File: src/rtl/msc_pkg.sv
// Package with register map, bit positions, reset values and timing counts
package msc_pkg;
   localparam logic [11:0] MISC_OFFSET   = 12'h00c;  // system_misc_control byte address
   localparam logic [11:0] IRQ_STAT_OFF  = 12'h040;
   localparam logic [11:0] IRQ_EN_OFF    = 12'h044;
   localparam logic [11:0] IRQ_CLR_OFF   = 12'h048;
   localparam logic [11:0] MISC_ADDR     = 12'h00c;
   localparam int          POR_BIT       = 7;
   localparam int          RISE_BIT      = 6;
   localparam int          FALL_BIT      = 5;
   localparam int          EXT_EN_BIT    = 4;
   localparam int          MOD_A_BIT     = 3;
   localparam int          MOD_B_BIT     = 2;
   localparam int          SLOW_BIT      = 1;
   localparam int          WATCHDOG_ENABLE_BIT_BIT      = 0;
   localparam logic [7:0]  MISC_RESET    = 8'h10;
   localparam logic [12:0] FAST_PERIOD   = 13'h0100;
   localparam logic [12:0] SLOW_PERIOD   = 13'h1000;
   localparam logic [4:0]  SLOW_DIVIDE   = 5'h10;
   localparam logic [4:0]  NORMAL_DIVIDE = 5'h01;
   localparam int          NUM_EVENTS    = 4;
   localparam int          EV_EXT_IRQ    = 0;
   localparam int          EV_WATCHDOG_ENABLE_BIT_KICK  = 1;
   localparam int          EV_SLOW_CLR   = 2;
   localparam int          EV_WR_REFUSED = 3;
   typedef enum logic [2:0] {
      ST_POWERON = 3'b001,
      ST_RUN     = 3'b010,
      ST_EXTRST  = 3'b100
   } msc_rst_e;
endpackage

File: src/rtl/msc_misc_ctrl.sv
// System control register bank with APB slave and interrupt status
// Operation
// - Power-on reset sets bit 7 flag
// - Software cannot set flag; zero write clears
// - Select bits pick external pin sensitivity
// - Same bits pick wired-OR sensitivity, inverted
// - Select writable only with mask set
// - Enable bit gates external pin interrupt function
// - Enable writable with mask; resets to one
// - Modulator A period 4096 or 256
// - Modulator B period 4096 or 256
// - Slow bit divides bus rate by 16
// - Power-on reset, external reset and stop entry clear slow bit
// - Writing one kicks and enables watchdog
// - Any reset loads watchdog build option
// - Wired-OR: high port B inputs interrupt
module msc_misc_ctrl #(
   parameter bit WATCHDOG_ENABLE_BIT_OPTION = 1'b0
) (
   // Clock and reset
   input  wire logic        mclk,
   input  wire logic        resetn,
   // Reset causes, one-cycle pulses
   input  wire logic        porEvent,
   input  wire logic        extRstEvent,
   input  wire logic        wdogRstEvent,
   // APB slave
   input  wire logic        psel,
   input  wire logic        penable,
   input  wire logic        pwrite,
   input  wire logic [11:0] paddr,
   input  wire logic [31:0] pwdata,
   output logic             pready,
   output logic [31:0]      prdata,
   output logic             pslverr,
   // CPU state
   input  wire logic        cpuIntMask,
   input  wire logic        stopEntry,
   // Interrupt sources
   input  wire logic        extIrqPinN,
   input  wire logic [7:0]  portBPins,
   input  wire logic [7:0]  portBDir,
   input  wire logic        wiredOrIntEnable,
   // Configuration outputs
   output logic [12:0]      modAPeriod,
   output logic [12:0]      modBPeriod,
   output logic [4:0]       busDivide,
   output logic             watchdogEnable,
   output logic             watchdogClear,
   output logic             extIntReq,
   output logic             irq
);
   logic [7:0]                     misc_q;
   logic [7:0]                     misc_d;
   logic [msc_pkg::NUM_EVENTS-1:0] stat_q;
   logic [msc_pkg::NUM_EVENTS-1:0] stat_d;
   logic [msc_pkg::NUM_EVENTS-1:0] en_q;
   logic [msc_pkg::NUM_EVENTS-1:0] en_d;
   logic [msc_pkg::NUM_EVENTS-1:0] events;
   logic [31:0]                    prdata_q;
   logic [31:0]                    prdata_d;
   logic                           kick_q;
   logic                           kick_d;
   logic                           refused_q;
   logic                           refused_d;
   logic                           err_q;
   logic                           err_d;
   logic                           pinReq;
   logic                           worReq;
   logic                           worLevel;
   logic                           access;
   logic                           wrMisc;
   msc_pkg::msc_rst_e              rst_q;
   msc_pkg::msc_rst_e              rst_d;

   function automatic logic isMapped(input logic [11:0] a);
      isMapped = (a == msc_pkg::MISC_ADDR) || (a == msc_pkg::IRQ_STAT_OFF) ||
                 (a == msc_pkg::IRQ_EN_OFF) || (a == msc_pkg::IRQ_CLR_OFF);
   endfunction

   assign access = psel & penable;
   assign wrMisc = access & pwrite & (paddr == msc_pkg::MISC_ADDR);

   // Reset cause tracker
   always_comb begin
      rst_d = rst_q;
      unique case (rst_q)
         msc_pkg::ST_POWERON: rst_d = msc_pkg::ST_RUN;
         msc_pkg::ST_RUN:     rst_d = extRstEvent ? msc_pkg::ST_EXTRST : msc_pkg::ST_RUN;
         msc_pkg::ST_EXTRST:  rst_d = msc_pkg::ST_RUN;
         default:             rst_d = msc_pkg::ST_RUN;
      endcase
      if (porEvent) begin
         rst_d = msc_pkg::ST_POWERON;
      end
   end

   always_ff @(posedge mclk or negedge resetn) begin
      if (!resetn) begin
         rst_q <= msc_pkg::ST_POWERON;
      end else begin
         rst_q <= rst_d;
      end
   end

   // Control register next value
   always_comb begin
      misc_d = misc_q;
      kick_d = 1'b0;
      refused_d = 1'b0;
      if (wrMisc) begin
         if (!pwdata[msc_pkg::POR_BIT]) begin
            misc_d[msc_pkg::POR_BIT] = 1'b0;
         end
         if (cpuIntMask) begin
            misc_d[msc_pkg::RISE_BIT]   = pwdata[msc_pkg::RISE_BIT];
            misc_d[msc_pkg::FALL_BIT]   = pwdata[msc_pkg::FALL_BIT];
            misc_d[msc_pkg::EXT_EN_BIT] = pwdata[msc_pkg::EXT_EN_BIT];
         end else if (pwdata[6:4] != misc_q[6:4]) begin
            refused_d = 1'b1;
         end
         misc_d[msc_pkg::MOD_A_BIT] = pwdata[msc_pkg::MOD_A_BIT];
         misc_d[msc_pkg::MOD_B_BIT] = pwdata[msc_pkg::MOD_B_BIT];
         misc_d[msc_pkg::SLOW_BIT]  = pwdata[msc_pkg::SLOW_BIT];
         if (pwdata[msc_pkg::WATCHDOG_ENABLE_BIT_BIT]) begin
            misc_d[msc_pkg::WATCHDOG_ENABLE_BIT_BIT] = 1'b1;
            kick_d = 1'b1;
         end
      end
      if (stopEntry) begin
         misc_d[msc_pkg::SLOW_BIT] = 1'b0;
      end
      if (extRstEvent) begin
         misc_d[6:1] = msc_pkg::MISC_RESET[6:1];
      end
      if (wdogRstEvent || extRstEvent) begin
         misc_d[msc_pkg::WATCHDOG_ENABLE_BIT_BIT] = WATCHDOG_ENABLE_BIT_OPTION;
      end
      if (porEvent) begin
         misc_d = msc_pkg::MISC_RESET;
         misc_d[msc_pkg::POR_BIT]  = 1'b1;
         misc_d[msc_pkg::WATCHDOG_ENABLE_BIT_BIT] = WATCHDOG_ENABLE_BIT_OPTION;
      end
   end

   always_ff @(posedge mclk or negedge resetn) begin
      if (!resetn) begin
         misc_q    <= msc_pkg::MISC_RESET | 8'h80 | {7'h00, WATCHDOG_ENABLE_BIT_OPTION};
         kick_q    <= 1'b0;
         refused_q <= 1'b0;
      end else begin
         misc_q    <= misc_d;
         kick_q    <= kick_d;
         refused_q <= refused_d;
      end
   end

   // Interrupt detectors
   assign worLevel = |(portBPins & ~portBDir);

   msc_irq_detect u_pin_det (
      .mclk       (mclk),
      .resetn     (resetn),
      .activeHigh (1'b0),
      .sensSel    (misc_q[6:5]),
      .enable     (misc_q[msc_pkg::EXT_EN_BIT]),
      .srcLevel   (extIrqPinN),
      .irqReq     (pinReq)
   );

   msc_irq_detect u_wor_det (
      .mclk       (mclk),
      .resetn     (resetn),
      .activeHigh (1'b1),
      .sensSel    (misc_q[6:5]),
      .enable     (wiredOrIntEnable),
      .srcLevel   (worLevel),
      .irqReq     (worReq)
   );

   assign extIntReq = pinReq | worReq;

   // Sticky status, enable and clear
   assign events[msc_pkg::EV_EXT_IRQ]    = extIntReq;
   assign events[msc_pkg::EV_WATCHDOG_ENABLE_BIT_KICK]  = kick_q;
   assign events[msc_pkg::EV_SLOW_CLR]   = stopEntry & misc_q[msc_pkg::SLOW_BIT];
   assign events[msc_pkg::EV_WR_REFUSED] = refused_q;

   always_comb begin
      en_d = en_q;
      stat_d = stat_q;
      if (access && pwrite && paddr == msc_pkg::IRQ_EN_OFF) begin
         en_d = pwdata[msc_pkg::NUM_EVENTS-1:0];
      end
      if (access && pwrite && paddr == msc_pkg::IRQ_CLR_OFF) begin
         stat_d = stat_q & ~pwdata[msc_pkg::NUM_EVENTS-1:0];
      end
      stat_d = stat_d | events;
   end

   always_ff @(posedge mclk or negedge resetn) begin
      if (!resetn) begin
         en_q   <= '0;
         stat_q <= '0;
      end else begin
         en_q   <= en_d;
         stat_q <= stat_d;
      end
   end

   assign irq = |(stat_q & en_q);

   // APB read data and error
   always_comb begin
      prdata_d = prdata_q;
      // Error stands through the access phase
      err_d = psel ? err_q : 1'b0;
      if (psel && !penable) begin
         prdata_d = 32'h0000_0000;
         err_d = !isMapped(paddr);
         if (!pwrite) begin
            unique case (paddr)
               msc_pkg::MISC_ADDR:    prdata_d = {24'h000000, misc_q};
               msc_pkg::IRQ_STAT_OFF: prdata_d = {28'h0000000, stat_q};
               msc_pkg::IRQ_EN_OFF:   prdata_d = {28'h0000000, en_q};
               default:               prdata_d = 32'h0000_0000;
            endcase
         end
      end
   end

   always_ff @(posedge mclk or negedge resetn) begin
      if (!resetn) begin
         prdata_q <= 32'h0000_0000;
         err_q    <= 1'b0;
      end else begin
         prdata_q <= prdata_d;
         err_q    <= err_d;
      end
   end

   assign pready  = 1'b1;
   assign prdata  = prdata_q;
   assign pslverr = access & err_q;

   // Derived configuration
   assign modAPeriod = misc_q[msc_pkg::MOD_A_BIT] ? msc_pkg::SLOW_PERIOD : msc_pkg::FAST_PERIOD;
   assign modBPeriod = misc_q[msc_pkg::MOD_B_BIT] ? msc_pkg::SLOW_PERIOD : msc_pkg::FAST_PERIOD;
   assign busDivide  = misc_q[msc_pkg::SLOW_BIT] ? msc_pkg::SLOW_DIVIDE : msc_pkg::NORMAL_DIVIDE;
   assign watchdogClear = kick_q;

   assign watchdogEnable = misc_q[msc_pkg::WATCHDOG_ENABLE_BIT_BIT];
endmodule

File: src/rtl/msc_irq_detect.sv
// Edge and level sensitivity detector for one interrupt source
module msc_irq_detect (
   // Clock and reset
   input  wire logic       mclk,
   input  wire logic       resetn,
   // Configuration
   input  wire logic       activeHigh,
   input  wire logic [1:0] sensSel,
   input  wire logic       enable,
   // Source and result
   input  wire logic       srcLevel,
   output logic            irqReq
);
   logic prev_q;
   logic prev_d;
   logic asserted;
   logic onEdge;
   logic offEdge;

   // Track the asserted level so reset matches the idle level of either polarity
   assign asserted = activeHigh ? srcLevel : ~srcLevel;

   always_comb begin
      prev_d = asserted;
   end

   always_ff @(posedge mclk or negedge resetn) begin
      if (!resetn) begin
         prev_q <= 1'b0;
      end else begin
         prev_q <= prev_d;
      end
   end

   assign onEdge  = asserted & ~prev_q;
   assign offEdge = ~asserted & prev_q;

   // Select 00 adds the asserted level
   always_comb begin
      irqReq = 1'b0;
      if (enable) begin
         unique case (sensSel)
            2'b00:   irqReq = onEdge | asserted;
            2'b01:   irqReq = onEdge;
            2'b10:   irqReq = offEdge;
            2'b11:   irqReq = onEdge | offEdge;
         endcase
      end
   end
endmodule

File: config.mk
export PLATFORM = sky130hd
export DESIGN_NAME = msc_misc_ctrl
export DESIGN_NICKNAME = d
export VERILOG_FILES = /design/src/rtl/msc_pkg.sv /design/src/rtl/msc_misc_ctrl.sv /design/src/rtl/msc_irq_detect.sv
export SDC_FILE = /design/constraint.sdc
export NUM_CORES = 1
export LEC_CHECK = 0
export ABC_AREA = 1
export BUFFER_PORTS_ARGS = -buffer_cell sky130_fd_sc_hd__clkbuf_2
export CORE_MARGIN = 2
export CORE_UTILIZATION = 46
export DETAILED_ROUTE_END_ITERATION = 8
export HOLD_SLACK_MARGIN = 0.03
export PLACE_DENSITY = 0.94
export SETUP_SLACK_MARGIN = 0.2
export SYNTH_ARGS = -nofsm -noshare
export SYNTH_HDL_FRONTEND = slang
export SYNTH_SLANG_ARGS = --single-unit
export TNS_END_PERCENT = 50
File: constraint.sdc
create_clock -name mclk -period 4.98 [get_ports mclk]
set_input_delay 0.996 -clock mclk [delete_from_list [all_inputs] [get_ports mclk]]
set_output_delay 0.996 -clock mclk [all_outputs]
set_load 0.03 [all_outputs]
Word level (Yosys, flattened, before mapping). Cells that the tools add are included.

$add $sub $neg: 0. Multipliers: 0. Div/mod/pow operators: 0. $lt $le $gt $ge: 0. Equal/unequal tests: 10. Shift operators: 0. Muxes and demuxes: 25. Bitwise operators: 24. Reduce and logical (&&, ||, !) cells: 22.

Operator list (number): 12-bit by 7-bit == test with 1-bit output, second input constant (3); 13-bit two-way mux (2); 8-bit two-way mux (3); 8-bit one-hot mux with 3 select lines (1); 1-bit two-way mux (13); 12-bit by 4-bit == test with 1-bit output, second input constant (1); 3-bit nonzero test (4); 1-bit AND (9); 4-bit AND (2); 8-bit AND (1); 8-bit inverter (1); 1-bit one-hot mux with 4 select lines (2); 8-bit OR reduction (1); 6-bit two-way mux (1); 2-bit AND reduction (3); 5-bit two-way mux (1); 1-bit bitwise OR (5); 2-bit == test, second input constant (2); 1-bit logical AND (4); 1-bit logical OR (4); 4-bit two-way mux (1); 1-bit inverter (4); 4-bit inverter (1); 4-bit bitwise OR (1); 10 further kinds (11).

Bits in registers: 53. Bits in latches: 0. Memory bits (writable): 0. Bits in read-only memories: 0. Bits of input ports: 72. Word-level logic and storage cells: 94. Memories: 0.

Depth between registers and ports, before layout.
Depth after elaboration: 10. Depth in mapped cells: 9.

By module. Synthesis repeated with hierarchy kept, for this count alone.

Cells, all modules: 314. Area total of the unflattened synthesis: 2275.9 µm².

By module, submodules not included: msc_misc_ctrl (instances 1, cells each 266, area an instance 1953.1 µm²); msc_irq_detect (instances 2, cells each 24, area an instance 161.4 µm²).

Worst setup path before layout. Ideal clock, no wire load.

Path type: input to output. Start: input portBDir[5]. End: output extIntReq. Arrival time: 1.642 ns. Data required time: 3.984 ns. Path slack: 2.342 ns. Stages on the path: 8. Cells stage by stage: inv_1 nand2_1 o21ai_0 nor2_1 nand2_1 nand2_1 nand3_1 nand2_1.

Word-level cells in the longest chain between the ends: 9.

RTL lines: start: declaration (line msc_misc_ctrl.sv:42) `input wire logic [7:0] portBDir,`; 8-bit inverter (*) (line msc_misc_ctrl.sv:159) `assign worLevel = |(portBPins & ~portBDir);`; 8-bit AND (*) (line msc_misc_ctrl.sv:159); 8-bit OR reduction (*) (line msc_misc_ctrl.sv:159); via u_wor_det.asserted (line msc_irq_detect.sv:16) `logic asserted;`; 1-bit inverter (line msc_irq_detect.sv:36) `assign offEdge = ~asserted & prev_q;`; 1-bit AND (line msc_irq_detect.sv:36); 1-bit bitwise OR (line msc_irq_detect.sv:46) `2'b11: irqReq = onEdge | offEdge;`; 1-bit one-hot mux with 4 select lines (*) (line msc_irq_detect.sv:42) `unique case (sensSel)`; 1-bit two-way mux (*) (line msc_irq_detect.sv:41) `if (enable) begin`; 1-bit bitwise OR (*) (line msc_misc_ctrl.sv:181) `assign extIntReq = pinReq | worReq;`; end: declaration (line msc_misc_ctrl.sv:50) `output logic extIntReq,`.

Mark *: on every way through the listed nets, which the timed path passes. The rest lies on a longest branch.

Worst setup path after layout.
Start: register misc_q[5]. End: output extIntReq.

Word-level cells in the longest chain between the ends: 4.

RTL lines: start: declaration (line msc_misc_ctrl.sv:53) `logic [7:0] misc_q;`; start signal: assignment (line msc_misc_ctrl.sv:148) `misc_q <= msc_pkg::MISC_RESET | 8'h80 | {7'h00, WATCHDOG_ENABLE_BIT_OPTION};`; start signal: assignment (line msc_misc_ctrl.sv:152) `misc_q <= misc_d;`; 2-bit == test, or another cell as far along (line msc_irq_detect.sv:42); 1-bit one-hot mux with 4 select lines (line msc_irq_detect.sv:42); 1-bit two-way mux (line msc_irq_detect.sv:41); 1-bit bitwise OR (*) (line msc_misc_ctrl.sv:181).

Every way passes the cells marked *; elsewhere a longest branch is shown, timed or not.

==> flow_metrics.py <==
metrics = {
    "clocking": {
        "clkLatencyLatePin_ns": 0.28,
        "cts.sinks": 29,
        "root_buffer": "clkbuf_8",
        "post_cts_buffers": 0,
        "clk_pin_slew_ns": 0.06,
        "clockBufferDepth": 2,
        "cts.hold.buffers_added": 0,
        "cts_tree": "built",
        "cts_resized": 0,
        "cts_buffers": 5,
        "h-tree-depth": 2,
    },
    "synthesis": {
        "yosys_register_bits": 29,
        "synth_top_area_share_pct": 31.0,
        "synth_cell_types": 31,
        "async_reset_ff_share_pct": 100,
        "yosys.cell_count.top_type": "nand2_1",
        "yosysSeqAreaShare_pct": 33.4,
        "synth_edf_count": 0,
        "synth_flop_cell": "dfrtp_1",
        "syn-mean-instance-area_um2": 7.38,
        "synth.area.top_cells": "dfrtp_1, buf_4, nand2_1",
        "synth_area_um2": 2180,
        "synth.largest_area_cell": "dfrtp_1",
        "synth_commonest_cells": "nand2_1, buf_4, inv_1",
        "ys_warn_count": 0,
        "synthesis.instances": 295,
    },
    "timing": {
        "finalSetupViolations": 0,
        "finalCriticalPeriod_ns": 2.95,
        "slew-limit-headroom_pct": 52.4,
        "finalClockSkew_ns": 0.00281,
        "rsz0062_at_grt": "false",
        "setup_tns_ns": 0,
        "worst_pin_slew_ns": 0.714,
        "period_share_pct": 59.2,
        "max_freq_ghz": 0.339,
        "hold_violations": 0,
        "finalMaxSlewViolations": 0,
    },
    "placed_design": {
        "placed_cell_area_um2": 2350,
        "port-buffer-count": 66,
        "hpwl_um": 3730,
        "gp_congestion": 0.867,
        "dp_cells": 409,
    },
    "power": {
        "seq_power_share_pct": 44.7,
        "swShare_pct": 32.8,
        "p_per_area_nw_per_um2": 224,
        "switchingPower_mw": 0.178,
        "power_frac_comb_pct": 21.2,
        "ir_worst_vdd_uv": 147,
        "leakage_nw": 1.41,
        "p_clk_share_pct": 34.1,
        "p_int_mw": 0.365,
    },
    "critical_path": {
        "end_kind": "primary output",
        "crit_required_ns": 3.98,
        "path_cells": "inv_1 > ha_1 > inv_1 > nor2_1 > nor2_1 > nand2_1 > nand3_1 > nand3_1 > nand2_1 > clkbuf_2",
        "criticalPathCategory": "register to primary output",
        "cp_max_fo": 5,
        "cp_top_family": "simple AND/OR/NAND/NOR gates",
        "crit_slowest_cell": "dfrtp_1",
        "critical_path.max_stage_delay_ns": 0.43,
        "critPathArrivalTime_ns": 1.95,
        "cp.buffers_inverters": 3,
        "cp-start-kind": "register",
    },
    "route": {
        "ant_nets": 0,
        "vias": 1887,
        "first_iter_violations": 88,
        "drc_errors": 0,
        "post_drt_wl_per_cell_um": 10.7,
        "via_per_inst": 4.53,
        "wirelength_um": 4450,
        "drt-pass1-iter-count": 4,
    },
    "global_route": {
        "grt_overflow": 0,
        "grt_pass1_wl_um": 7290,
        "grt_max_degree": 30,
        "grt_util_all_layers_pct": 17.8,
        "grt_pass1_vias": 1730,
        "antenna_found_initial": 0,
    },
    "run": {
        "maxCapViolCount": 0,
    },
    "die": {
        "fp.dieW_um": 72.8,
        "start_util_pct": 47.0,
        "core-area_um2": 4630,
        "dieArea_um2": 5300,
        "die_h_um": 72.8,
        "rows": 25,
        "io_pins": 141,
    },
    "finish": {
        "fillers": 437,
        "final_cell_count_no_fill": 417,
        "design_area_um2": 2430,
        "diodes": 0,
        "syn_to_final_growth_pct": 11.4,
        "final_nets": 437,
        "layout-drive-gt1-share_pct": 26.2,
    },
    "min_path": {
        "min_path_type": "register to register",
    },
    "run_status": {
        "outcome": "finished clean",
    },
}
## state kept, by name, summed over array words and instances (netlist names)
name              count
prdata                8
u_wor_det.prev_q      1
watchdogClear         1
err_q                 1
refused_q             1
en_q                  4
u_pin_det.prev_q      1
stat_q                4
misc_q                8
## layer usage
layer	wire, um	track usage (%)	vias up
met5	0	0	-
met4	94	8.64	0
met3	362	5.11	11
met2	2200	30.0	89
met1	1790	20.7	838
li1	-	-	949
## final cells by class
cell class              count  area [um2]  area share (%)
multi-input cells         217        1050            43.5
flip-flops and latches     29         728            30.0
well taps                  54        67.6            2.78
inverters                  43         165            6.81
repair buffers             66         330            13.6
clock buffers               8        80.1            3.30
## metrics by stage
| stage | utilization (%) | hold slack [ns] | total power [mW] | setup slack, ns |
|---|---|---|---|---|
| 6_report | 52.4 | 0.432 | 0.543 | 2.03 |
| 5_1_grt | 52.4 | 0.456 | 0.567 | 1.85 |
| 4_1_cts | 52.4 | 0.438 | 0.547 | 2.03 |
| 3_5_place_dp | 50.7 | 0.420 | 0.362 | 2.12 |
| 3_3_place_gp | 50.7 | 0.414 | 0.359 | 2.13 |
| 2_1_floorplan | - | 0.409 | 0.358 | 2.34 |
## layout by cell type, fill, tap and decap left out, types with 2 or more instances in the layout
cell	instances
clkbuf_1	3
clkbuf_2	66
clkbuf_8	5
conb_1	50
dfrtp_1	27
dfstp_2	2
ha_1	3
inv_1	39
nand2_1	62
nand2_2	4
nand2_4	2
nand3_1	30
nand4_1	6
nor2_1	24
nor2_2	4
nor2_4	3
o21ai_0	10
o21ai_1	6
o31ai_1	2
xnor2_1	3
## path summary, 6_finish.rpt
kind	cells past startpoint	endpoint	slack [ns]	startpoint
max in group asynchronous	1	prdata[4]	3.77	resetn
min	2	stat_q[3]	0.43	refused_q
min reg2reg	2	stat_q[3]	0.43	refused_q
min in group asynchronous	1	misc_q[1]	0.76	resetn
max	10	extIntReq	2.03	misc_q[5]
max reg2reg	9	stat_q[0]	3.36	misc_q[5]
## power groups by stage
stage	sequential (mW)	clock, mW	combinational, mW
floorplan	0.246	0	0.112
global placement	0.247	0	0.112
detailed placement	0.247	0	0.115
CTS	0.243	0.189	0.115
global route	0.243	0.197	0.127
finish	0.243	0.185	0.115
## logic make-up after synthesis
kind of cell / synth area share [%]
and+or+nand+nor: 31.1
DFF: 33.4
adders and majority gates: 1.72
AOI/OAI and AO/OA: 5.81
buffers and inverters: 26.4
xor gates and xnor gates: 1.21
other: 0.345
## worst min-delay path: stages (launching register included)
cell	delay, ns
dfrtp_1	0.32
inv_1	0.03
nand2_1	0.05
No activity file was read; power rests on OpenSTA's default activity.
